==> src/ucp_bit_timer.sv <==
// Constants package and bit timer for the serial command port.
`default_nettype none

package ucp_pkg;
    localparam int CLK_HZ = 20_000_000;
    localparam int BAUD_FIXED = 57600;
    localparam int BAUD_DEFAULT = 115200;
    localparam int BAUD_230K = 230400;
    localparam int BAUD_460K = 460800;
    localparam int DIV_W = 16;
    // Clock cycles per bit, rounded down
    localparam logic [15:0] DIV_FIXED = 16'(CLK_HZ / BAUD_FIXED);
    localparam logic [15:0] DIV_DEFAULT = 16'(CLK_HZ / BAUD_DEFAULT);
    localparam logic [15:0] DIV_230K = 16'(CLK_HZ / BAUD_230K);
    localparam logic [15:0] DIV_460K = 16'(CLK_HZ / BAUD_460K);
    // Baud code held in the low bits of the baud configuration register
    localparam logic [1:0] CODE_57600 = 2'h0;
    localparam logic [1:0] CODE_115200 = 2'h1;
    localparam logic [1:0] CODE_230400 = 2'h2;
    localparam logic [1:0] CODE_460800 = 2'h3;
    localparam logic [1:0] CODE_RESET = 2'h1;
    // Command addresses and answer
    localparam logic [7:0] ADDR_BAUD = 8'h15;
    localparam logic [7:0] ADDR_QUERY_FIRST = 8'h20;
    localparam logic [7:0] ADDR_QUERY_LAST = 8'h24;
    localparam logic [7:0] ACK_BYTE = 8'h01;
    // Frame shape
    localparam logic [2:0] LAST_FRAME_BYTE = 3'h7;
    localparam logic [3:0] QUERY_BYTES = 4'h8;
    localparam logic [3:0] ACK_BYTES = 4'h1;
    localparam logic [2:0] LAST_DATA_BIT = 3'h7;
    localparam logic [3:0] LAST_TX_BIT = 4'h9;
endpackage : ucp_pkg

// Bit timer: pulses at mid bit and at bit end, restartable
module ucp_bit_timer (
    input wire logic i_clk,                      // System clock
    input wire logic i_rstn,                     // Sync reset, active low
    input wire logic i_restart,                  // Restart the bit period
    input wire logic [ucp_pkg::DIV_W-1:0] i_div, // Cycles per bit
    output logic o_half,                         // Mid-bit pulse
    output logic o_full                          // End-of-bit pulse
);
    logic [ucp_pkg::DIV_W-1:0] cnt_reg, cnt_next;
    logic half_reg, half_next, full_reg, full_next;

    // Count the bit period; pulses are registered so they lag one cycle
    always_comb begin
        half_next = 1'b0;
        full_next = 1'b0;
        cnt_next = cnt_reg + 16'h0001;
        if (i_restart) begin
            cnt_next = 16'h0000;
        end else if (cnt_reg == i_div - 16'h0001) begin
            cnt_next = 16'h0000;
            full_next = 1'b1;
        end else if (cnt_reg == (i_div >> 1)) begin
            half_next = 1'b1;
        end
    end

    always_ff @(posedge i_clk) begin
        if (!i_rstn) begin
            cnt_reg <= 16'h0000;
            half_reg <= 1'b0;
            full_reg <= 1'b0;
        end else begin
            cnt_reg <= cnt_next;
            half_reg <= half_next;
            full_reg <= full_next;
        end
    end

    assign o_half = half_reg;
    assign o_full = full_reg;
endmodule : ucp_bit_timer

`default_nettype wire

==> src/ucp_command_port.sv <==
// Serial command port: 8-byte commands in, acknowledge or query data out.
//
// How it works
// - Strap low at reset or restart forces a fixed 57600 baud regardless of programmed rate.
// - Strap high uses the rate stored by writing address 0x15.
// - Strap high with nothing programmed runs at 115200 baud.
// - A programmed rate waits for a restart before it applies; reset clears it back to 115200.
// - Characters are 8 data bits, no parity, one stop bit, no flow control.
// - Command data bytes arrive most significant first.
// - A write to addresses 0x20 to 0x24 returns exactly 8 bytes.
// - Any other completed write returns one acknowledge byte 0x01.
// - Query data goes out most significant byte first, right aligned.
// - Writing 0x01 to 0x20 returns the current output frequency.
`default_nettype none

module ucp_command_port (
    input wire logic i_clk,                  // 20 MHz system clock
    input wire logic i_rstn,                 // Sync reset, active low
    input wire logic i_restart,              // Soft restart pulse
    input wire logic i_baud_select_strap,    // Low: fixed rate
    input wire logic i_rxd,                  // Serial data from host
    input wire logic i_cmd_done,             // Core finished the command
    input wire logic [63:0] i_query_data,    // Query answer, valid at done
    output logic o_txd,                      // Serial data to host
    output logic o_cmd_valid,                // One-cycle command pulse
    output logic [7:0] o_cmd_addr,           // Register address
    output logic [55:0] o_cmd_data,          // Register data
    output logic o_busy,                     // Command in progress
    output logic o_frame_error,              // Bad stop bit pulse
    output logic [1:0] o_baud_code           // Rate now in use
);
    typedef enum logic [3:0] {
        RX_IDLE = 4'h1,
        RX_START = 4'h2,
        RX_DATA = 4'h4,
        RX_STOP = 4'h8
    } ucp_rx_type;

    typedef enum logic [3:0] {
        M_COLLECT = 4'h1,
        M_ISSUE = 4'h2,
        M_WAIT = 4'h4,
        M_SEND = 4'h8
    } ucp_main_type;

    // Baud selection state
    logic [1:0] pend_code_reg, pend_code_next;
    logic [1:0] act_code_reg, act_code_next;
    logic [15:0] div_reg, div_next;

    // Receiver state
    ucp_rx_type rx_state_reg, rx_state_next;
    logic [7:0] rx_shift_reg, rx_shift_next;
    logic [2:0] rx_bit_reg, rx_bit_next;
    logic rx_valid_reg, rx_valid_next;
    logic ferr_reg, ferr_next;
    logic rx_half, rx_full, rx_restart;

    // Command state
    ucp_main_type m_state_reg, m_state_next;
    logic [63:0] frame_reg, frame_next;
    logic [2:0] frame_cnt_reg, frame_cnt_next;
    logic cmd_valid_reg, cmd_valid_next;
    logic busy_reg, busy_next;
    logic [63:0] out_buf_reg, out_buf_next;
    logic [3:0] out_left_reg, out_left_next;

    // Transmitter state
    logic [9:0] tx_shift_reg, tx_shift_next;
    logic [3:0] tx_bit_reg, tx_bit_next;
    logic tx_active_reg, tx_active_next;
    logic txd_reg, txd_next;
    logic tx_full, tx_load;

    // Map a baud code to its bit period
    function automatic logic [15:0] code_div(input logic [1:0] code);
        logic [15:0] d;
        case (code)
            ucp_pkg::CODE_57600: d = ucp_pkg::DIV_FIXED;
            ucp_pkg::CODE_115200: d = ucp_pkg::DIV_DEFAULT;
            ucp_pkg::CODE_230400: d = ucp_pkg::DIV_230K;
            ucp_pkg::CODE_460800: d = ucp_pkg::DIV_460K;
            default: d = ucp_pkg::DIV_DEFAULT;
        endcase
        return d;
    endfunction : code_div

    // Rate is chosen only at reset or restart, so a running link never
    // changes speed mid-character
    always_comb begin
        act_code_next = act_code_reg;
        if (i_restart) begin
            if (!i_baud_select_strap) begin
                act_code_next = ucp_pkg::CODE_57600;
            end else begin
                act_code_next = pend_code_reg;
            end
        end
        div_next = code_div(act_code_next);
    end

    always_ff @(posedge i_clk) begin
        if (!i_rstn) begin
            // Strap is a plain synchronous input, sampled during reset
            if (!i_baud_select_strap) begin
                act_code_reg <= ucp_pkg::CODE_57600;
                div_reg <= ucp_pkg::DIV_FIXED;
            end else begin
                act_code_reg <= ucp_pkg::CODE_115200;
                div_reg <= ucp_pkg::DIV_DEFAULT;
            end
        end else begin
            act_code_reg <= act_code_next;
            div_reg <= div_next;
        end
    end

    ucp_bit_timer u_rx_timer (
        .i_clk(i_clk),
        .i_rstn(i_rstn),
        .i_restart(rx_restart),
        .i_div(div_reg),
        .o_half(rx_half),
        .o_full(rx_full)
    );

    // Receiver: start bit checked at mid bit, 8 data bits LSB first
    always_comb begin
        rx_state_next = rx_state_reg;
        rx_shift_next = rx_shift_reg;
        rx_bit_next = rx_bit_reg;
        rx_valid_next = 1'b0;
        ferr_next = 1'b0;
        rx_restart = 1'b0;
        case (rx_state_reg)
            RX_IDLE: begin
                if (!i_rxd) begin
                    rx_restart = 1'b1;
                    rx_state_next = RX_START;
                end
            end
            RX_START: begin
                if (rx_half) begin
                    if (!i_rxd) begin
                        // Realign so later end pulses hit bit centres
                        rx_restart = 1'b1;
                        rx_bit_next = 3'h0;
                        rx_state_next = RX_DATA;
                    end else begin
                        rx_state_next = RX_IDLE;         // Glitch
                    end
                end
            end
            RX_DATA: begin
                if (rx_full) begin
                    rx_shift_next = {i_rxd, rx_shift_reg[7:1]};
                    rx_bit_next = rx_bit_reg + 3'h1;
                    if (rx_bit_reg == ucp_pkg::LAST_DATA_BIT) begin
                        rx_state_next = RX_STOP;         // No parity
                    end
                end
            end
            RX_STOP: begin
                if (rx_full) begin
                    rx_valid_next = i_rxd;
                    ferr_next = !i_rxd;
                    rx_state_next = RX_IDLE;
                end
            end
            default: rx_state_next = RX_IDLE;
        endcase
    end

    always_ff @(posedge i_clk) begin
        if (!i_rstn) begin
            rx_state_reg <= RX_IDLE;
            rx_shift_reg <= 8'h00;
            rx_bit_reg <= 3'h0;
            rx_valid_reg <= 1'b0;
            ferr_reg <= 1'b0;
        end else begin
            rx_state_reg <= rx_state_next;
            rx_shift_reg <= rx_shift_next;
            rx_bit_reg <= rx_bit_next;
            rx_valid_reg <= rx_valid_next;
            ferr_reg <= ferr_next;
        end
    end

    // Command handling; bytes landing while busy are dropped since
    // the host waits for the answer before sending more
    always_comb begin
        m_state_next = m_state_reg;
        frame_next = frame_reg;
        frame_cnt_next = frame_cnt_reg;
        cmd_valid_next = 1'b0;
        busy_next = busy_reg;
        out_buf_next = out_buf_reg;
        out_left_next = out_left_reg;
        pend_code_next = pend_code_reg;
        tx_load = 1'b0;
        case (m_state_reg)
            M_COLLECT: begin
                if (rx_valid_reg) begin
                    // First byte ends up on top: address, then data MSB
                    frame_next = {frame_reg[55:0], rx_shift_reg};
                    frame_cnt_next = frame_cnt_reg + 3'h1;
                    if (frame_cnt_reg == ucp_pkg::LAST_FRAME_BYTE) begin
                        busy_next = 1'b1;
                        if (frame_reg[55:48] == ucp_pkg::ADDR_BAUD) begin
                            pend_code_next = rx_shift_reg[1:0];
                            out_buf_next = {ucp_pkg::ACK_BYTE, 56'h0};
                            out_left_next = ucp_pkg::ACK_BYTES;
                            m_state_next = M_SEND;
                        end else begin
                            m_state_next = M_ISSUE;
                        end
                    end
                end
            end
            M_ISSUE: begin
                cmd_valid_next = 1'b1;
                m_state_next = M_WAIT;
            end
            M_WAIT: begin
                if (i_cmd_done) begin
                    if (frame_reg[63:56] >= ucp_pkg::ADDR_QUERY_FIRST &&
                        frame_reg[63:56] <= ucp_pkg::ADDR_QUERY_LAST) begin
                        out_buf_next = i_query_data;
                        out_left_next = ucp_pkg::QUERY_BYTES;
                    end else begin
                        out_buf_next = {ucp_pkg::ACK_BYTE, 56'h0};
                        out_left_next = ucp_pkg::ACK_BYTES;
                    end
                    m_state_next = M_SEND;
                end
            end
            M_SEND: begin
                if (!tx_active_reg) begin
                    if (out_left_reg == 4'h0) begin
                        busy_next = 1'b0;
                        m_state_next = M_COLLECT;
                    end else begin
                        tx_load = 1'b1;
                        out_buf_next = {out_buf_reg[55:0], 8'h00};
                        out_left_next = out_left_reg - 4'h1;
                    end
                end
            end
            default: m_state_next = M_COLLECT;
        endcase
    end

    always_ff @(posedge i_clk) begin
        if (!i_rstn) begin
            m_state_reg <= M_COLLECT;
            frame_reg <= 64'h0;
            frame_cnt_reg <= 3'h0;
            cmd_valid_reg <= 1'b0;
            busy_reg <= 1'b0;
            out_buf_reg <= 64'h0;
            out_left_reg <= 4'h0;
            pend_code_reg <= ucp_pkg::CODE_RESET;
        end else begin
            m_state_reg <= m_state_next;
            frame_reg <= frame_next;
            frame_cnt_reg <= frame_cnt_next;
            cmd_valid_reg <= cmd_valid_next;
            busy_reg <= busy_next;
            out_buf_reg <= out_buf_next;
            out_left_reg <= out_left_next;
            pend_code_reg <= pend_code_next;
        end
    end

    ucp_bit_timer u_tx_timer (
        .i_clk(i_clk),
        .i_rstn(i_rstn),
        .i_restart(tx_load),
        .i_div(div_reg),
        .o_half(),
        .o_full(tx_full)
    );

    // Transmitter: start, 8 data LSB first, one stop; no flow control
    always_comb begin
        tx_shift_next = tx_shift_reg;
        tx_bit_next = tx_bit_reg;
        tx_active_next = tx_active_reg;
        txd_next = txd_reg;
        if (tx_load) begin
            tx_shift_next = {1'b1, out_buf_reg[63:56], 1'b0};
            tx_bit_next = 4'h0;
            tx_active_next = 1'b1;
            txd_next = 1'b0;
        end else if (tx_active_reg && tx_full) begin
            if (tx_bit_reg == ucp_pkg::LAST_TX_BIT) begin
                tx_active_next = 1'b0;
                txd_next = 1'b1;
            end else begin
                tx_shift_next = {1'b1, tx_shift_reg[9:1]};
                tx_bit_next = tx_bit_reg + 4'h1;
                txd_next = tx_shift_reg[1];
            end
        end
    end

    always_ff @(posedge i_clk) begin
        if (!i_rstn) begin
            tx_shift_reg <= 10'h3FF;
            tx_bit_reg <= 4'h0;
            tx_active_reg <= 1'b0;
            txd_reg <= 1'b1;
        end else begin
            tx_shift_reg <= tx_shift_next;
            tx_bit_reg <= tx_bit_next;
            tx_active_reg <= tx_active_next;
            txd_reg <= txd_next;
        end
    end

    // All outputs straight from flip-flops
    assign o_txd = txd_reg;
    assign o_cmd_valid = cmd_valid_reg;
    assign o_cmd_addr = frame_reg[63:56];
    assign o_cmd_data = frame_reg[55:0];
    assign o_busy = busy_reg;
    assign o_frame_error = ferr_reg;
    assign o_baud_code = act_code_reg;
endmodule : ucp_command_port

`default_nettype wire

==> config.mk <==
export PLATFORM = sky130hd
export DESIGN_NAME = ucp_command_port
export DESIGN_NICKNAME = d
export VERILOG_FILES = /design/src/ucp_bit_timer.sv /design/src/ucp_command_port.sv
export SDC_FILE = /design/constraint.sdc
export NUM_CORES = 1
export LEC_CHECK = 0
export BUFFER_PORTS_ARGS = -buffer_cell sky130_fd_sc_hd__buf_4
export CELL_PAD_IN_SITES_DETAIL_PLACEMENT = 0
export CELL_PAD_IN_SITES_GLOBAL_PLACEMENT = 1
export CORE_MARGIN = 2
export CORE_UTILIZATION = 50
export CTS_BUF_LIST = sky130_fd_sc_hd__clkbuf_8
export CTS_CLUSTER_DIAMETER = 100
export DETAILED_ROUTE_END_ITERATION = 12
export HOLD_SLACK_MARGIN = 0.08
export MAX_ROUTING_LAYER = met4
export PLACE_DENSITY = 0.95
export SETUP_SLACK_MARGIN = 0.05
export SLEW_MARGIN = 20
export SYNTH_ARGS = -nofsm -noshare
export SYNTH_HDL_FRONTEND = slang
export SYNTH_HIERARCHICAL = 1
export SYNTH_SLANG_ARGS = --single-unit
==> constraint.sdc <==
create_clock -name i_clk -period 5.9 [get_ports i_clk]
set_input_delay 0.885 -clock i_clk [delete_from_list [all_inputs] [get_ports i_clk]]
set_output_delay 0.885 -clock i_clk [all_outputs]
set_load 0.05 [all_outputs]
# Yosys cells after proc, flatten, opt, wreduce, memory -nomap -nowiden
# Cells that the tools add are included.
# classes
addsub	7
n_lt_le_gt_ge	2
eq_ne	32
mux	65
n_bitwise	2
reduce_logical	26
# op_table
operator	count
$mux W64	7
$pmux W64 S3	1
$mux W4	18
$pmux W16 S4	1
$mux W9	4
$add A16 B1 Y16 const B	2
$eq A16 B16 Y1	2
$pmux W4 S4	2
$ne A2 B2 Y1 const B	11
$mux W1	20
$eq A16 B15 Y1	1
$mux W16	1
$sub A16 B1 Y16 const B	1
$reduce_and A5 Y1	3
$eq A4 B4 Y1 const B	3
$mux W3	4
$pmux W4 S3	1
$reduce_and A2 Y1	5
$eq A4 B1 Y1 const B	2
$eq A4 B2 Y1 const B	2
$eq A4 B3 Y1 const B	2
$eq A8 B5 Y1 const B	1
$ge A8 B6 Y1 const B	1
$le A8 B6 Y1 const B	1
22 further kinds	38
# word_totals
regBits	228
input_bits	70
output_inout_bits	70
wordCells	158

# Logic depth before layout (Yosys ltp)
# Gate-level depths: netlist (run 1).
# logic_depth
ltp_word	6
mapped_depth	9
depth_no_buf	8

# Modules after synthesis
# Netlist (run 1), hierarchy kept.
# modules_own_cells
module	instances	cells_per_inst	area_each_um2	seq_area_each_um2
ucp_command_port	1	856	7923.8	3643.5
ucp_bit_timer	2	199	1675.4	360.3

# Least setup slack after synthesis (run 1)
# No wires, ideal clock.
# synth_timing
path_kind	reg2reg
start	reg div_reg[6]
end	reg u_rx_timer/cnt_reg[5] in the netlist's numbering
setup_ns	0.121
arrival_time_ns	2.464
required_ns	5.779
setup_slack_ns	3.315
path_stages_with_launch	8
n_path_buf	1
period_less_slack_ns	2.585
path_cell_list	dfxtp_1 or4_4 nor4_4 nand3_1 xnor2_1 nor4_4 buf_6 a211oi_1
# synth_via
elab_chain_cells	3
# synth_lines
item	line	source
start, declared	ucp_command_port.sv:49	logic [15:0] div_reg, div_next;
start signal, assigned	ucp_command_port.sv:107	div_reg <= ucp_pkg::DIV_FIXED;
start signal, assigned	ucp_command_port.sv:110	div_reg <= ucp_pkg::DIV_DEFAULT;
start signal, assigned	ucp_command_port.sv:114	div_reg <= div_next;
$sub A16 B1 Y16	ucp_bit_timer.sv:54	end else if (cnt_reg == i_div - 16'h0001) begin
$eq A16 B16 Y1	ucp_bit_timer.sv:54	
$reduce_or A3 Y1 (no source line)	--	
end signal, assigned	ucp_bit_timer.sv:68	cnt_reg <= cnt_next;
end, declared	ucp_bit_timer.sv:44	logic [ucp_pkg::DIV_W-1:0] cnt_reg, cnt_next;
# Every way passes these cells.
# A chain may end at the register's enable or synchronous reset.

# Worst setup path in the final report (run 1)
# layout_timing
start	reg div_reg[3]
end	reg u_rx_timer.half_reg, in the netlist u_rx_timer/o_half
# layout_via
elab_chain_cells	3
elab_cells_between_ends	5
classes_between	1 x add/sub; 2 x eq/ne; 1 x mux; 1 x reduce/logical
# layout_lines
item	line	source
$sub A16 B1 Y16	ucp_bit_timer.sv:54	
$eq A16 B16 Y1	ucp_bit_timer.sv:54	
$reduce_or A3 Y1 (no source line)	--	
end signal, assigned	ucp_bit_timer.sv:69	half_reg <= half_next;
end, declared	ucp_bit_timer.sv:45	logic half_reg, half_next, full_reg, full_next;
# Several ways; a longest one is shown, not always the timed one.

==> results.cfg, run 1 <==
[synth]
synth.avg_cell_area_um2 = 9.00
synth_area_um2 = 11100
ys_warn_count = 6
synthCells = 1232

[clocking]
clk_pin_slew_worst_paths_ns = 0.06
cts_setup_buffers = 0
clock-sinks = 217
clockRootBuffer = clkbuf_8
cts_buffer_depth = 3
postCtsHoldBufs = 0
clk_latency_ns = 0.52
cts_tree = built
h-tree-depth = 2
cts_buffers = 37
cts_resized = 0

[sta]
worstMarginPinSlew_ns = 1.04
relSlewSlack_pct = 30.4
rsz0062_at_grt = no
fin_crit_sh_pct = 57.3
maxSlewViolCount = 0
fmax_mhz = 296
skew_ns = 0.0135
period_needed_ns = 3.38
setup_viol = 0
tns_ns = 0
final-hold-violation-count = 0

[final_layout]
nNetsFinal = 1447
mostFrequentLayoutCells = 217 x dfxtp_1, 183 x nand2_1, 149 x buf_4
layout-drive-gt1-share_pct = 20.9
fillers = 1903
final_common_cell = dfxtp_1
diodes = 0
fin_area_um2 = 12800
synthToLayoutAreaGrowth_pct = 15.7

[setup_path]
r2r_setup_slack_ns = 2.52
endpoint = u_rx_timer/o_half
cp.required_ns = 6.25
worst_r2r_endpoint = u_rx_timer/o_half
rr_worst_depth = 8
critPathMaxFanout = 25
worst_setup_path_start_kind = flip-flop
cp-startpoint = div_reg[3]
rr_startpoint = div_reg[3]
critPathKind = reg2reg
worstSetupEndpointType = flip-flop
cp.arrival_ns = 3.73

[drt]
drt_first_iter_violations = 561
drt_pass1_iterations = 5
ant_nets = 0
wl_per_cell_um = 15.4
drc = 0
drt_wl_total_mm = 25.6
dr_total_vias = 9229
via_per_inst = 5.54

[place]
place_congestion = 0.868
dpl.hpwl_mm = 16.8
portBuffers = 139
dpl_cell_area_um2 = 12100

[grt]
grt_pass1_vias = 8725
grt_use_total_pct = 21.9
antenna_found_initial = 0
grt-ovfl-total = 0
grt_pass1_wl_mm = 42.6
grt_max_degree = 99

[power_and_ir_drop]
p_total_mw = 3.04
vdd_drop_max_mv = 0.188
p_per_area_nw_per_um2 = 237
cellLeakagePower_nw = 4.55

[floorplan]
row_count = 54
coreArea_um2 = 21800
die_height_um = 153
dieArea_um2 = 23400
die_w_um = 153
start_util_pct = 50.8
io-pin-count = 140

[hold_path]
holdPathStages = 2
hp-class = reg2reg

[outcome]
status = completed

[flow_run]
cap_violations = 0
## critical path, cell delays in order, from the launching register on
cell      delay (ns)
dfxtp_1         0.89
inv_1           0.11
ha_1            0.26
nor2b_1         0.20
o31ai_1         0.27
a21oi_1         0.07
or4_4           0.54
nor4_4          0.70
a211oi_1        0.17
## where the power goes
| group | internal, mW | leakage [nW] | switching (mW) |
|---|---|---|---|
| Sequential | 1.48 | 1.75 | 0.0324 |
| Combinational | 0.101 | 2.39 | 0.137 |
| Clock | 0.705 | 0.412 | 0.590 |
| Total | 2.28 | 4.55 | 0.760 |
## stage by stage
stage / worst slack (ns) / util (%) / hold WS, ns / instances
final: 2.52 / 58.7 / 0.457 / 1666
after global routing: 2.14 / 58.7 / 0.477 / 1666
after CTS: 2.51 / 58.7 / 0.459 / 1666
after detailed placement: 2.56 / 55.5 / 0.448 / 1603
after global placement: 2.62 / 55.5 / 0.439 / 1603
after floorplan: 3.36 / - / 0.427 / 1273
## final cells by class
class                      instances  area [µm²]  area share (%)
clock buffer                      46         633            4.94
inverter                          79         302            2.35
sequential                       217        4340            33.9
timing repair buffer             149        1120            8.72
clock inverter                    17        83.8           0.654
multi-input combinational        878        5990            46.7
tap                              280         350            2.73
## routing by layer
| metal | global-route usage, % | share of wire, % | vias up |
|---|---|---|---|
| met5 | - | 0 | - |
| met4 | 6.88 | 2.2 | 0 |
| met3 | 4.11 | 4.8 | 41 |
| met2 | 34.0 | 47 | 208 |
| met1 | 29.2 | 46 | 4386 |
| li1 | - | - | 4594 |
## worst min path at each step
stage / start / end / slack [ns]
3_3_place_gp: tx_shift_reg[4] / tx_shift_reg[4] / 0.44
3_5_place_dp: out_buf_reg[59] / out_buf_reg[59] / 0.45
2_1_floorplan: tx_shift_reg[4] / tx_shift_reg[4] / 0.43
6_report: out_buf_reg[59] / out_buf_reg[59] / 0.46
5_1_grt: out_buf_reg[60] / out_buf_reg[60] / 0.48
4_1_cts: out_buf_reg[59] / out_buf_reg[59] / 0.46
Power figures use the tool's default switching activity.
==> inputs of run 2 (changes only) <==
- CORE_UTILIZATION: 50 -> 42
- PLACE_DENSITY: 0.95 -> 0.86
- clock period: 5.9 -> 2.97 ns (I/O delays scaled with it)
==> run 2 against run 1 <==
  * Core utilization down 8.5 points
  * Critical path depth unchanged
  * Global-route usage decreased by 2.9 points
  * Sequential power increased by 99%
  * Final cell count increased by 4.4%
  * Sequential share of layout area shrank 0.60 points
  * Design area is 1.8% higher
  * Routed wire length grew 3.5%
  * Critical endpoint is now u_rx_timer/o_full
  * Largest power group unchanged
  * Highest routed layer unchanged
==> results.cfg, run 2 (same netlist as run 1, synthesis figures left out) <==
[floorplan]
die_height_um = 166
dieArea_um2 = 27700
row_count = 59
start_util_pct = 42.7
io-pin-count = 140
die_w_um = 166
coreArea_um2 = 26000

[sta]
skew_ns = 0.0194
maxSlewViolCount = 0
worstMarginPinSlew_ns = 1.04
setup_viol = 0
fmax_mhz = 362
tns_ns = 0
period_needed_ns = 2.76
relSlewSlack_pct = 30.8
rsz0062_at_grt = no
fin_crit_sh_pct = 93.0
final-hold-violation-count = 0

[place]
portBuffers = 139
dp.cells = 1670
dpl_cell_area_um2 = 12300
dpl.hpwl_mm = 17.2
place_congestion = 0.864

[grt]
grt-ovfl-total = 0
grt_pass1_vias = 8709
grt_max_degree = 99
grt_use_total_pct = 19.0
grt_pass1_wl_mm = 43.7
antenna_found_initial = 0

[power_and_ir_drop]
cellLeakagePower_nw = 4.66
vdd_drop_max_mv = 0.323
p_per_area_nw_per_um2 = 470
p_total_mw = 6.14

[drt]
wl_per_cell_um = 15.2
ant_nets = 0
via_per_inst = 5.28
drt_pass1_iterations = 5
drt_first_iter_violations = 542
drt_wl_total_mm = 26.5
dr_total_vias = 9175
drc = 0

[final_layout]
fin_area_um2 = 13100
fillers = 2517
diodes = 0
layout-drive-gt1-share_pct = 21.6
final_common_cell = dfxtp_1
nNetsFinal = 1460
mostFrequentLayoutCells = 217 x dfxtp_1, 183 x nand2_1, 157 x buf_4
final_cells = 1739
synthToLayoutAreaGrowth_pct = 17.8

[clocking]
h-tree-depth = 2
clockRootBuffer = clkbuf_8
cts_tree = built
postCtsHoldBufs = 0
clk_pin_slew_worst_paths_ns = 0.06
clock-sinks = 217
clk_latency_ns = 0.52
cts_buffers = 38
cts_setup_buffers = 0
cts_resized = 0
cts_buffer_depth = 3

[setup_path]
cp.arrival_ns = 3.22
worst_setup_path_start_kind = flip-flop
cp-startpoint = div_reg[6]
critPathMaxFanout = 18
cp.required_ns = 3.42
worstSetupEndpointType = flip-flop
rr_startpoint = div_reg[6]
critPathKind = reg2reg

[flow_run]
cap_violations = 0

[outcome]
status = completed

[hold_path]
hp-class = in2reg
hold_start = i_rxd
-- run 2: cell count changes in the layout (fill, tap and decap cells not counted), sizes merged --
cell    delta
buf       +12
clkbuf     +1
clkinv     +3
inv        +2
-- run 2: layout make-up --
type                    count  area, µm²  share of cell area [%]
clock inverters            22       92.6                   0.709
flip-flops and latches    217       4340                    33.3
well taps                 335        419                    3.21
multi-input cells         878       5990                    45.9
inverters                  79        302                    2.31
clock buffers              47        647                    4.96
repair buffers            161       1260                    9.64
-- run 2: routing by layer --
metal,vias up,GRT usage (%),share of wire [%]
li1,4628,-,-
met1,4309,25.4,47
met2,195,29.6,46
met4,0,5.25,2.2
met5,-,-,0
met3,43,3.52,4.8
-- run 2: metrics by stage --
stage               hold slack, ns  worst slack (ns)  utilization, %
floorplan                    0.427             0.425               -
global placement             0.440             0.418            47.4
detailed placement           0.448             0.353            47.4
CTS                          0.135             0.302            50.2
global route                 0.132            0.0735            50.2
finish                       0.166             0.208            50.2
-- run 2: worst max-delay path: stages, from the launching register on --
cell,delay [ns]
dfxtp_1,0.73
buf_4,0.27
xnor2_1,0.16
a31oi_1,0.06
a2111oi_0,0.46
o21ai_0,0.26
nor4_4,0.28
buf_4,0.27
and3_1,0.18
-- run 2: report_power, final --
| part | leakage [nW] | internal [mW] | switching, mW |
|---|---|---|---|
| Combinational | 2.47 | 0.214 | 0.276 |
| Clock | 0.443 | 1.43 | 1.22 |
| Sequential | 1.75 | 2.93 | 0.0602 |
| Total | 4.66 | 4.58 | 1.56 |
-- run 2: path summary, 6_finish.rpt --
path	depth (start not counted)	slack (ns)	endpoint
worst max-delay path	8	0.21	u_rx_timer/o_full
worst min-delay path	2	0.17	o_frame_error
worst min register to register	2	0.46	out_buf_reg[4]
worst max register to register	8	0.21	u_rx_timer/o_full
